`src/verilog/lsr_pkg.sv`:
```
// constants and types shared by the addressable shift register block
package lsr_pkg;
    localparam int SEG_BITS = 16;
    localparam int SEG_ADDR_W = 4;
    localparam int SEG_COUNT = 8;
    localparam int CHAIN_BITS = SEG_BITS * SEG_COUNT;
    localparam int CHAIN_ADDR_W = 7;
    localparam int ROM_GENS = 16;
    localparam int ROM_WORDS = SEG_BITS * ROM_GENS;
    localparam int ROM_ADDR_W = 8;
    localparam int BUF_DEPTH = 2;
    localparam logic [1:0] BUF_FULL = 2'h2;
    // rom depth modes, in words of one bit
    typedef enum logic [2:0] {
        LSR_ROM_DEPTH_16,
        LSR_ROM_DEPTH_32,
        LSR_ROM_DEPTH_64,
        LSR_ROM_DEPTH_128,
        LSR_ROM_DEPTH_256
    } lsr_rom_depth_t;
    // address masks and function generators used per depth
    localparam logic [7:0] ROM_MASK_16 = 8'h0f;
    localparam logic [7:0] ROM_MASK_32 = 8'h1f;
    localparam logic [7:0] ROM_MASK_64 = 8'h3f;
    localparam logic [7:0] ROM_MASK_128 = 8'h7f;
    localparam logic [7:0] ROM_MASK_256 = 8'hff;
    localparam logic [4:0] ROM_GENS_16 = 5'h01;
    localparam logic [4:0] ROM_GENS_32 = 5'h02;
    localparam logic [4:0] ROM_GENS_64 = 5'h04;
    localparam logic [4:0] ROM_GENS_128 = 5'h08;
    localparam logic [4:0] ROM_GENS_256 = 5'h10;
    localparam logic [255:0] ROM_INIT_DEFAULT = 256'h0;
    // one buffered word: the bit that left the tap and where it was taken
    typedef struct packed {
        logic data;
        logic [6:0] tap;
    } lsr_beat_t;
endpackage

```
`src/verilog/lsr_top.sv`:
```
// 128-bit cascaded addressable shift register with rom mode
//
// What this block does
// - each 16-bit function generator shifts on the clock edge when enabled.
// - a 4-bit tap address picks any stored bit and may change at any time.
// - the shift contents have no set or reset of any kind.
// - the tapped bit is combinational, with an extra output flip-flop.
// - a cascade path moves the last bit of a segment into the next one.
// - eight cascaded segments give a 128-bit chain, any bit addressable.
// - rom mode gives 16 words per generator and depths 16 to 256 words.
// - rom depths use 1, 2, 4, 8 or 16 function generators.
// - rom contents are fixed at configuration and cascade deeper.
`timescale 1ns/1ns
module lsr_top
#(
    parameter logic [255:0] ROM_INIT = lsr_pkg::ROM_INIT_DEFAULT
)
(
    input wire logic clk_i,
    input wire logic rst_i,
    input wire logic in_valid_i,
    input wire logic in_data_i,
    output logic in_ready_o,
    input wire logic [lsr_pkg::CHAIN_ADDR_W-1:0] tap_addr_i,
    output logic tap_async_o,
    output logic tap_sync_o,
    output logic cascade_o,
    output logic out_valid_o,
    input wire logic out_ready_i,
    output lsr_pkg::lsr_beat_t out_beat_o,
    input wire lsr_pkg::lsr_rom_depth_t rom_depth_i,
    input wire logic [lsr_pkg::ROM_ADDR_W-1:0] rom_addr_i,
    output logic rom_data_o,
    output logic [4:0] rom_gens_o
);
    import lsr_pkg::*;

    logic [CHAIN_BITS-1:0] chain_q;
    logic [SEG_COUNT-1:0] seg_tap;
    logic [SEG_COUNT-1:0] seg_in;
    logic [3:0] mux_a;
    logic [1:0] mux_b;
    logic mux_c;
    logic shift_en;
    logic tap_sync_q;
    lsr_beat_t buf_q [BUF_DEPTH];
    logic wr_ptr_q;
    logic rd_ptr_q;
    logic [1:0] count_q;
    logic buf_push;
    logic buf_pop;
    lsr_beat_t push_beat;
    logic [7:0] rom_mask;
    logic [7:0] rom_eff_addr;

    // shifting is stalled while the buffer is full, so no tapped bit is lost
    assign in_ready_o = (count_q != BUF_FULL);
    assign shift_en = in_valid_i && in_ready_o;

    // segments: serial input feeds segment 0, each other one its neighbour
    genvar g;
    generate
        for (g = 0; g < SEG_COUNT; g++)
        begin : g_seg
            if (g == 0)
            begin : g_first
                assign seg_in[g] = in_data_i;
            end
            else
            begin : g_next
                // dedicated path, not the tapped output
                assign seg_in[g] = chain_q[g*SEG_BITS-1];
            end
            // no reset term: contents only change by shifting
            always_ff @(posedge clk_i)
            begin
                if (shift_en)
                begin
                    chain_q[g*SEG_BITS +: SEG_BITS] <=
                        {chain_q[g*SEG_BITS +: SEG_BITS-1], seg_in[g]};
                end
            end
            // per-generator 4-bit read port
            assign seg_tap[g] =
                chain_q[g*SEG_BITS + {28'h0, tap_addr_i[SEG_ADDR_W-1:0]}];
        end
    endgenerate

    // wide mux stages a, b, c combine the eight segment taps
    assign mux_a[0] = tap_addr_i[4] ? seg_tap[1] : seg_tap[0];
    assign mux_a[1] = tap_addr_i[4] ? seg_tap[3] : seg_tap[2];
    assign mux_a[2] = tap_addr_i[4] ? seg_tap[5] : seg_tap[4];
    assign mux_a[3] = tap_addr_i[4] ? seg_tap[7] : seg_tap[6];
    assign mux_b[0] = tap_addr_i[5] ? mux_a[1] : mux_a[0];
    assign mux_b[1] = tap_addr_i[5] ? mux_a[3] : mux_a[2];
    assign mux_c = tap_addr_i[6] ? mux_b[1] : mux_b[0];
    assign tap_async_o = mux_c;
    assign cascade_o = chain_q[CHAIN_BITS-1];

    // optional read flop; only meaningful with a steady address
    always_ff @(posedge clk_i or posedge rst_i)
    begin
        if (rst_i)
            tap_sync_q <= 1'b0;
        else
            tap_sync_q <= mux_c;
    end
    assign tap_sync_o = tap_sync_q;

    // two-entry buffer: bit leaving the tap on each shift, for the receiver
    assign push_beat.data = mux_c;
    assign push_beat.tap = tap_addr_i;
    assign buf_push = shift_en;
    assign buf_pop = out_valid_o && out_ready_i;
    assign out_valid_o = (count_q != 2'h0);
    assign out_beat_o = buf_q[rd_ptr_q];

    // pointers and fill level
    always_ff @(posedge clk_i or posedge rst_i)
    begin
        if (rst_i)
        begin
            wr_ptr_q <= 1'b0;
            rd_ptr_q <= 1'b0;
            count_q <= 2'h0;
        end
        else
        begin
            wr_ptr_q <= wr_ptr_q ^ buf_push;
            rd_ptr_q <= rd_ptr_q ^ buf_pop;
            count_q <= count_q + {1'b0, buf_push} - {1'b0, buf_pop};
        end
    end

    // buffer storage, cleared so the output is defined from reset
    always_ff @(posedge clk_i or posedge rst_i)
    begin
        if (rst_i)
        begin
            buf_q[0] <= '0;
            buf_q[1] <= '0;
        end
        else if (buf_push)
        begin
            buf_q[wr_ptr_q] <= push_beat;
        end
    end

    // rom: depth picks how many generators the address reaches
    assign rom_mask = (rom_depth_i == LSR_ROM_DEPTH_16) ? ROM_MASK_16 :
                      (rom_depth_i == LSR_ROM_DEPTH_32) ? ROM_MASK_32 :
                      (rom_depth_i == LSR_ROM_DEPTH_64) ? ROM_MASK_64 :
                      (rom_depth_i == LSR_ROM_DEPTH_128) ? ROM_MASK_128 :
                      ROM_MASK_256;
    assign rom_gens_o = (rom_depth_i == LSR_ROM_DEPTH_16) ? ROM_GENS_16 :
                        (rom_depth_i == LSR_ROM_DEPTH_32) ? ROM_GENS_32 :
                        (rom_depth_i == LSR_ROM_DEPTH_64) ? ROM_GENS_64 :
                        (rom_depth_i == LSR_ROM_DEPTH_128) ? ROM_GENS_128 :
                        ROM_GENS_256;
    assign rom_eff_addr = rom_addr_i & rom_mask;
    // contents come only from the parameter; nothing can write them
    assign rom_data_o = ROM_INIT[rom_eff_addr];
endmodule

```
`config.mk`:
```
export PLATFORM = sky130hd
export DESIGN_NAME = lsr_top
export DESIGN_NICKNAME = d
export VERILOG_FILES = /design/src/verilog/lsr_pkg.sv /design/src/verilog/lsr_top.sv
export SDC_FILE = /design/constraint.sdc
export NUM_CORES = 1
export LEC_CHECK = 0
export BUFFER_PORTS_ARGS = -buffer_cell sky130_fd_sc_hd__clkbuf_2
export CAP_MARGIN = 5
export CORE_ASPECT_RATIO = 1.1
export CORE_UTILIZATION = 30
export CTS_CLUSTER_SIZE = 10
export DETAILED_ROUTE_END_ITERATION = 6
export GPL_ROUTABILITY_DRIVEN = 1
export PLACE_DENSITY = 0.52
export RECOVER_POWER = 100
export SLEW_MARGIN = 30
export SYNTH_ARGS = -nofsm -noshare
export SYNTH_HDL_FRONTEND = slang
export SYNTH_SLANG_ARGS = --single-unit
export TNS_END_PERCENT = 100
```
`constraint.sdc`:
```
create_clock -name clk_i -period 5.45 [get_ports clk_i]
set_input_delay 0.545 -clock clk_i [delete_from_list [all_inputs] [get_ports clk_i]]
set_output_delay 0.545 -clock clk_i [all_outputs]
set_load 0.1 [all_outputs]
```
==> After elaboration in Yosys (flattened, before gate mapping) <==
Memory sizes are Yosys's and may differ from the RTL's.
Cells that the tools add are included.
{ "word_totals": {"elab_cells": 90, "romBits": 256, "ff_bits": 149, "n_memories": 1} }
{ "op_classes": {"addsub": 9, "mux": 38, "n_eq_ne": 4, "reduce_logical": 5, "magnitude_cmp": 12, "bitwise": 5} }
{ "mem_list": {"columns": ["name", "words", "word_bits", "rd", "rd_ports_with_merged_regs", "wr", "line_no", "text"], "rows": [
  ["(name not given)", 256, 1, 1, 0, 0, "lsr_top.sv:162", "assign rom_data_o = ROM_INIT[rom_eff_addr];"]
]} }
{ "op_table": {"columns": ["op", "count"], "rows": [
  ["$mux 8", 8],
  ["$bmux 1 s7", 7],
  ["$add 7x4->8 const A", 4],
  ["$lt 8x8->1 const B", 4],
  ["$mux 5", 4],
  ["$bwmux 16", 1],
  ["$lt 7x8->1 const B", 2],
  ["$mux 1", 16],
  ["$add 6x4->7 const A", 2],
  ["$lt 8x9->1 const B", 1],
  ["$and 8x8->8", 1],
  ["$demux 8 s1", 1],
  ["$lt 4x8->1 const B", 1],
  ["$lt 6x8->1 const B", 1],
  ["$add 5x4->6 const A", 1],
  ["$eq 3x2->1 const B", 2],
  ["$bmux 1 s4", 1],
  ["$ge 2x2->1 const B", 2],
  ["$not 1->2", 2],
  ["$eq 3x1->1 const B", 1],
  ["$logic_and 1x1->1", 3],
  ["$logic_not 3->1", 1],
  ["$add 2x1->2", 1],
  ["$lt 2x1->1 const B", 1],
  ["other kinds (4)", 5]
]} }

==> Longest topological paths before layout <==
Gate-level depths: netlist (run 1).
{ "depth": {"ltp_word": 8, "ltp_mapped": 10, "ltp_nobuf": 8} }

==> Worst setup path after synthesis (run 1) <==
Ideal clock, no wire load.
{ "synth_path": {"path_type": "register to register", "from": "reg count_q[0]", "to": "reg buf_q[12] (netlist name)", "setup_slack_ps": -78, "required_ps": 5325, "path_buffers": 1, "arrival_time_ps": 5403, "path_stages_with_launch": 6, "path_cell_list": "dfrtp_1 -> nand2b_1 -> and2_1 -> ha_1 -> clkbuf_1 -> mux2_2"} }
{ "synth_between": {"elab_chain_len": 2} }
{ "synth_lines": {"columns": ["element", "line_no", "text"], "rows": [
  ["start: declaration", "lsr_top.sv:49", "logic [1:0] count_q;"],
  ["start signal: assignment", "lsr_top.sv:131", "count_q <= count_q + {1'b0, buf_push} - {1'b0, buf_pop};"],
  ["$ne 2x2->1", "lsr_top.sv:57", "assign in_ready_o = (count_q != BUF_FULL);"],
  ["via in_ready_o", "lsr_top.sv:23", "output logic in_ready_o,"],
  ["$logic_and 1x1->1", "lsr_top.sv:58", "assign shift_en = in_valid_i && in_ready_o;"],
  ["end signal: indexed assignment", "lsr_top.sv:145", "buf_q[wr_ptr_q] <= push_beat;"],
  ["end: declaration", "lsr_top.sv:46", "lsr_beat_t buf_q [BUF_DEPTH];"]
]} }
The timed path passes the listed nets, and every way through them passes these cells.
A chain may end at the register's enable or synchronous reset.

==> Worst setup path in the final report (run 1) <==
{ "layout_path": {"from": "in tap_addr_i[0] (netlist name)", "to": "out tap_async_o"} }
{ "layout_between": {"elab_chain_len": 6, "elab_cells_between_ends": 30} }
{ "layout_lines": {"columns": ["element", "line_no", "text"], "rows": [
  ["start: declaration", "lsr_top.sv:24", "input wire logic [lsr_pkg::CHAIN_ADDR_W-1:0] tap_addr_i,"],
  ["$add 7x4->8 (tied with other cells)", "lsr_top.sv:85", "chain_q[g*SEG_BITS + {28'h0, tap_addr_i[SEG_ADDR_W-1:0]}];"],
  ["$bmux 1 s7", "lsr_top.sv:85", null],
  ["$mux 1 (implied by the code)", "lsr_top.sv:85", null],
  ["$mux 1 (on tied branches)", null, null],
  ["$mux 1 (on tied branches)", "lsr_top.sv:95, lsr_top.sv:94", null],
  ["$mux 1 *", "lsr_top.sv:96", "assign mux_c = tap_addr_i[6] ? mux_b[1] : mux_b[0];"],
  ["end: declaration", "lsr_top.sv:25", "output logic tap_async_o,"]
]} }
Every way passes the cells marked *; elsewhere a longest branch is shown, timed or not. The select of a mux whose other input is x is not followed.

==> metrics.md, run 1 <==
| Metric | Value |
|---|---|
| Run status | `finished, violations left` |
| Failing checks | `capacitance limit, slew limit` |
| Top cell type's share of synthesized area | `0.639` |
| Die W | `137 um` |
| Avg Cell Area, Syn | `~18 um^2` |
| I/O Buffers | `32` |
| Top cells by area, synth | `edfxtp_1 (64%), dfrtp_1 (8.7%), mux2i_1 (6.0%)` |
| Syn nets | `355` |
| Remaining antenna violation count after routing | `0` |
| Worst-Margin Slew | `between 2000 and 3000 ps` |
| Register-to-register setup slack | `1410 ps` |
| Seq/Total Area, Yosys | `0.727` |
| Core Box Area | `0.0194 mm^2` |
| WP data required | `4910 ps` |
| Postcts setup bufs | `0` |
| Final wirelength | `roughly 11000 um` |
| Vias per inst | `~4.8` |
| # rows | `53` |
| Fin util | `0.362` |
| Clk_skew | `6.75 ps` |
| Min-delay worst type | `input pin to asynchronous set/reset pin` |
| Mapped cell area | `~0.006 mm^2` |
| Cell Pwr Density | `around 540 mW/mm^2` |
| Cts hold-fix bufs | `0` |
| CTS tree | `yes` |
| EDFF count, synth | `around 130` |
| Vias in the first global route | `approximately 3200` |
| Final setup violation count | `0` |
| Tmin final | `4280 ps` |
| RePlAce Congestion | `0.713` |
| Total Nets Final | `389` |
| Most frequent cells in the layout | `edfxtp_1 (128), mux2i_1 (36), mux2_2 (27)` |
| Fill cells | `1841` |
| Remaining Overflow, GRT | `0` |
| Detail-routed net length per standard cell | `18.0 um` |
| Lkg Pwr | `2.21 nW` |
| Clock Latency Late Sink | `420 ps` |
| First-iteration detailed-routing DRC count | `279` |
| Max Clk Rate | `234 MHz` |
| Final Hold Viols | `0` |
| Clock Pin Slew Worst Setup and Hold Paths | `60 ps` |
| Post-route DRC violation count | `0` |
| Critical Path Source Type | `input pin` |
| Setup TNS | `0 ps` |
| Routed vias | `approximately 3000` |
| Height of the die | `150 um` |
| Initial Util | `0.311` |
| Clock Path Buffers | `2` |
| First-pass GRT wire length | `18100 um` |
| Period Utilization, post-route | `0.785` |
| CP endpoint kind | `output port` |
| RSZ-0062 raised after global routing | `false` |
| Worst Path Class, Setup | `input pin to output port` |
| Asr flop ratio synth | `0.141` |
| IO Count | `between 40 and 50` |
| H-tree levels | `4` |
| Yosys reg bits | `149` |
| Warnings from Yosys | `0` |
| Synth area leader | `edfxtp_1` |
| Initial antenna violation count | `0` |
| Sink Count | `149` |
| Tot GR Track Use | `0.121` |
| Final WS setup | `around 1200 ps` |
| Post-Syn Instances | `approximately 330` |
| Ant. Diodes | `0` |
| CTS Buf Count | `17` |
| Area Overhead vs Synth | `16.5%` |
| Commonest non-fill, non-tap cell in the layout | `edfxtp_1` |
| Power consumption | `3.78 mW` |
| Clk root buf | `clkbuf_16` |
| Die area | `0.0206 mm^2` |
| Max FO, Critical Path | `17` |
| Slew margin rel. | `-0.992` |
| Critical Path AT | `3730 ps` |
| DP Area | `about 0.0064 mm^2` |
| Max Slew Vio Count | `71` |
| Post-DP HPWL | `6750 um` |
| Synth unique cells | `39` |
| Max-Cap Viols | `1` |
| First-pass iteration count of the detailed router | `4` |
| Share of cells above drive strength 1 | `0.216` |
| Post-route cell area | `0.00701 mm^2` |
| Main synth FF type | `edfxtp_1` |
| Post-CTS sizing | `0` |
| Post-place setup slack | `1580 ps` |
| Largest net degree at the start of global routing | `71` |
| Max VDD drop | `0.660 mV` |
report_power, final:
part | switching [mW] | internal, mW | leakage, nW | total [mW]
registers | 0.0975 | 1.51 | 1.23 | 1.60
clock network | 0.443 | 0.851 | 0.308 | 1.29
logic | 0.681 | 0.205 | 0.670 | 0.887
total | 1.22 | 2.56 | 2.21 | 3.78
path summary, 6_finish.rpt:
kind                                from           to  depth (start not counted)
setup / recovery           tap_addr_i[0]  tap_async_o                          8
setup reg to reg              count_q[1]  chain_q[19]                          3
max in group asynchronous          rst_i     buf_q[5]                          2
hold reg to reg              chain_q[97]  chain_q[98]                          0
hold / removal                     rst_i   count_q[0]                          2
min in group clk_i             in_data_i   chain_q[0]                          1
cell usage after synthesis (all sizes together), types with 4 or more instances:
cell    number
a21oi        9
a22oi       11
buf         10
clkbuf      10
dfrtp       21
edfxtp     128
ha           4
inv          6
mux2        27
mux2i       36
mux4        14
nand2       10
nand3        4
nor2         4
metrics by stage:
stage / hold slack, ps / cells
after global placement: 426 / 590
after CTS: 277 / 622
after floorplan: 417 / 328
final: 258 / 622
after detailed placement: 430 / 590
after global routing: 290 / 622
area by class of cell:
class,count,area [um^2],area share
tap,247,309,0.0441
clock buffer,20,437,0.0623
timing repair buffer,35,163,0.0232
inverter,6,22.5,0.00321
sequential,149,4370,0.624
clock inverter,12,208,0.0296
multi-input combinational,153,1500,0.214
worst max-delay path, stage by stage:
cell,delay [ps]
clkbuf_1,860
mux4_2,600
nor2b_1,160
a2111oi_1,460
nor4b_1,110
a221oi_2,410
nand2_1,150
clkbuf_2,420
per-layer routing:
layer  track usage  part of all wire
met1         0.163              0.48
met2         0.179              0.46
met3        0.0377             0.045
met4        0.0527             0.013
met5             0                 0
kinds of logic (layout without fill, tap and decap cells):
group | count (synthesis) | in the layout | synth area share
muxes | 77 | 77 | 0.165
adders and majority gates | 4 | 4 | 0.00832
DFF | 149 | 149 | 0.727
and+or+nand+nor | 36 | 36 | 0.0318
AOI/OAI and AO/OA | 32 | 32 | 0.0387
other | 1 | 1 | 0.000624
xor gates and xnor gates | 3 | 3 | 0.00437
buffers and inverters | 26 | 73 | 0.0241
registers in the layout, summed over array words and instances (netlist names):
name        cells
buf_q          16
cascade_o       1
chain_q       127
count_q         2
rd_ptr_q        1
tap_sync_o      1
wr_ptr_q        1
No activity file was read; power rests on OpenSTA's default activity.
==> inputs of run 2 (changes only) <==
Clock period 5.45 ns to 4.3 ns, I/O delays scaled along.
==> metrics.md, run 2 (synthesis gave the netlist of run 1 again) <==
| Metric | Value |
|---|---|
| Sink Count | `149` |
| Clock Latency Late Sink | `about 420 ps` |
| First-pass iteration count of the detailed router | `4` |
| Worst Path Class, Setup | `input pin to output port` |
| Cell Pwr Density | `669 mW/mm^2` |
| Commonest non-fill, non-tap cell in the layout | `edfxtp_1` |
| Share of cells above drive strength 1 | `0.220` |
| Final setup violation count | `0` |
| Postcts setup bufs | `0` |
| Run status | `finished, violations left` |
| RePlAce Congestion | `roughly 0.8` |
| Largest net degree at the start of global routing | `87` |
| Post-route DRC violation count | `0` |
| Post-CTS sizing | `0` |
| CTS Buf Count | `17` |
| Total Nets Final | `391` |
| Slew margin rel. | `-0.430` |
| Min-delay worst type | `input pin to asynchronous set/reset pin` |
| Clock Pin Slew Worst Setup and Hold Paths | `60 ps` |
| Max-Cap Viols | `1` |
| Die W | `137 um` |
| IO Count | `42` |
| Critical Path Source Type | `input pin` |
| Max Slew Vio Count | `87` |
| Ant. Diodes | `0` |
| Setup TNS | `0 ps` |
| Storage element area | `0.00437 mm^2` |
| Area Overhead vs Synth | `15.8%` |
| # rows | `53` |
| RSZ-0062 raised after global routing | `false` |
| Max reg flops | `127` |
| Failing checks | `capacitance limit, slew limit` |
| Remaining antenna violation count after routing | `0` |
| CP endpoint kind | `output port` |
| Top flop regs | `chain_q: 127 flops, buf_q: 16 flops, count_q: 2 flops` |
| Die area | `between 0.02 and 0.025 mm^2` |
| I/O Buffers | `32` |
| Initial antenna violation count | `0` |
| Clk root buf | `clkbuf_16` |
| Reg with most FFs | `chain_q` |
| Clock Path Buffers | `2` |
| Max VDD drop | `roughly 0.59 mV` |
| Post-DP HPWL | `6810 um` |
| Initial Util | `0.311` |
| CTS tree | `yes` |
| Tot GR Track Use | `0.120` |
| Multi-input logic area | `~0.0015 mm^2` |
| First-pass GRT wire length | `17900 um` |
| Fill cells | `1820` |
| Routed vias | `between 2000 and 3000` |
| Period Utilization, post-route | `0.883` |
| Tmin final | `3800 ps` |
| WP data required | `3870 ps` |
| Remaining Overflow, GRT | `0` |
| H-tree levels | `4` |
| Clk_skew | `8.60 ps` |
| Critical Path AT | `3370 ps` |
| Most frequent cells in the layout | `edfxtp_1 (128), mux2i_1 (36), mux2_2 (27)` |
| First-iteration detailed-routing DRC count | `280` |
| Core Box Area | `0.0194 mm^2` |
| Final Hold Viols | `0` |
| Vias per inst | `about 4.8` |
| Cts hold-fix bufs | `0` |
| Worst-Margin Slew | `2140 ps` |
| Lkg Pwr | `2.19 nW` |
| Final wirelength | `~11000 um` |
| Height of the die | `150 um` |
| Max Clk Rate | `263 MHz` |
| Detail-routed net length per standard cell | `between 15 and 20 um` |
| Max FO, Critical Path | `17` |
| Vias in the first global route | `3179` |
| Hold Worst Slack | `140 ps` |
## run 2: changes by cell type in the layout (fill, tap and decap cells not counted), sizes merged
cell      delta
bufinv       -2
clkinv       +2
clkinvlp     +1
buf          +1
## run 2: final cells by class
class	instances	area share
Clock buffer	19	0.0622
Clock inverter	13	0.0234
Inverter	6	0.00323
Multi-Input combinational cell	153	0.215
Sequential cell	149	0.627
Tap cell	247	0.0444
Timing Repair Buffer	37	0.0250
## run 2: per-stage QoR
step                power, mW   util  cell area (um^2)  instances  setup slack [ps]
finish                   4.66  0.360              6960        624               503
detailed placement       3.21  0.331              6400        592               609
floorplan                2.99      -              6010        328               243
global route             4.86  0.360              6960        624               298
CTS                      4.73  0.361              7000        624               608
global placement         3.18  0.331              6400        592               694
## run 2: worst paths after layout
check	startpoint	endpoint	depth (start not counted)	slack [ps]
worst max-delay path	tap_addr_i[0]	tap_async_o	8	500
worst min-delay path	rst_i	count_q[0]	2	140
worst max register to register	count_q[1]	chain_q[44]	3	1120
worst min register to register	chain_q[86]	chain_q[87]	0	450
max in group asynchronous	rst_i	buf_q[9]	2	3640
min in group clk_i	in_data_i	chain_q[0]	1	200
## run 2: routing by layer
metal,global-route usage,part of all wire
met2,0.182,0.47
met5,0,0
met4,0.0484,0.018
met3,0.0448,0.042
met1,0.155,0.47
## run 2: worst max-delay path: stages
cell and delay [ps]:
clkbuf_2 470, mux4_2 590, nor2b_1 140, a2111oi_0 500, nor4b_1 100, a221oi_1 530
nand2_1 180, clkbuf_2 410
## run 2: power by group
part / switching (mW) / total, mW / internal (mW)
Clock: 0.552 / 1.51 / 0.956
Combinational: 0.864 / 1.12 / 0.261
Sequential: 0.121 / 2.03 / 1.91
Total: 1.54 / 4.66 / 3.13
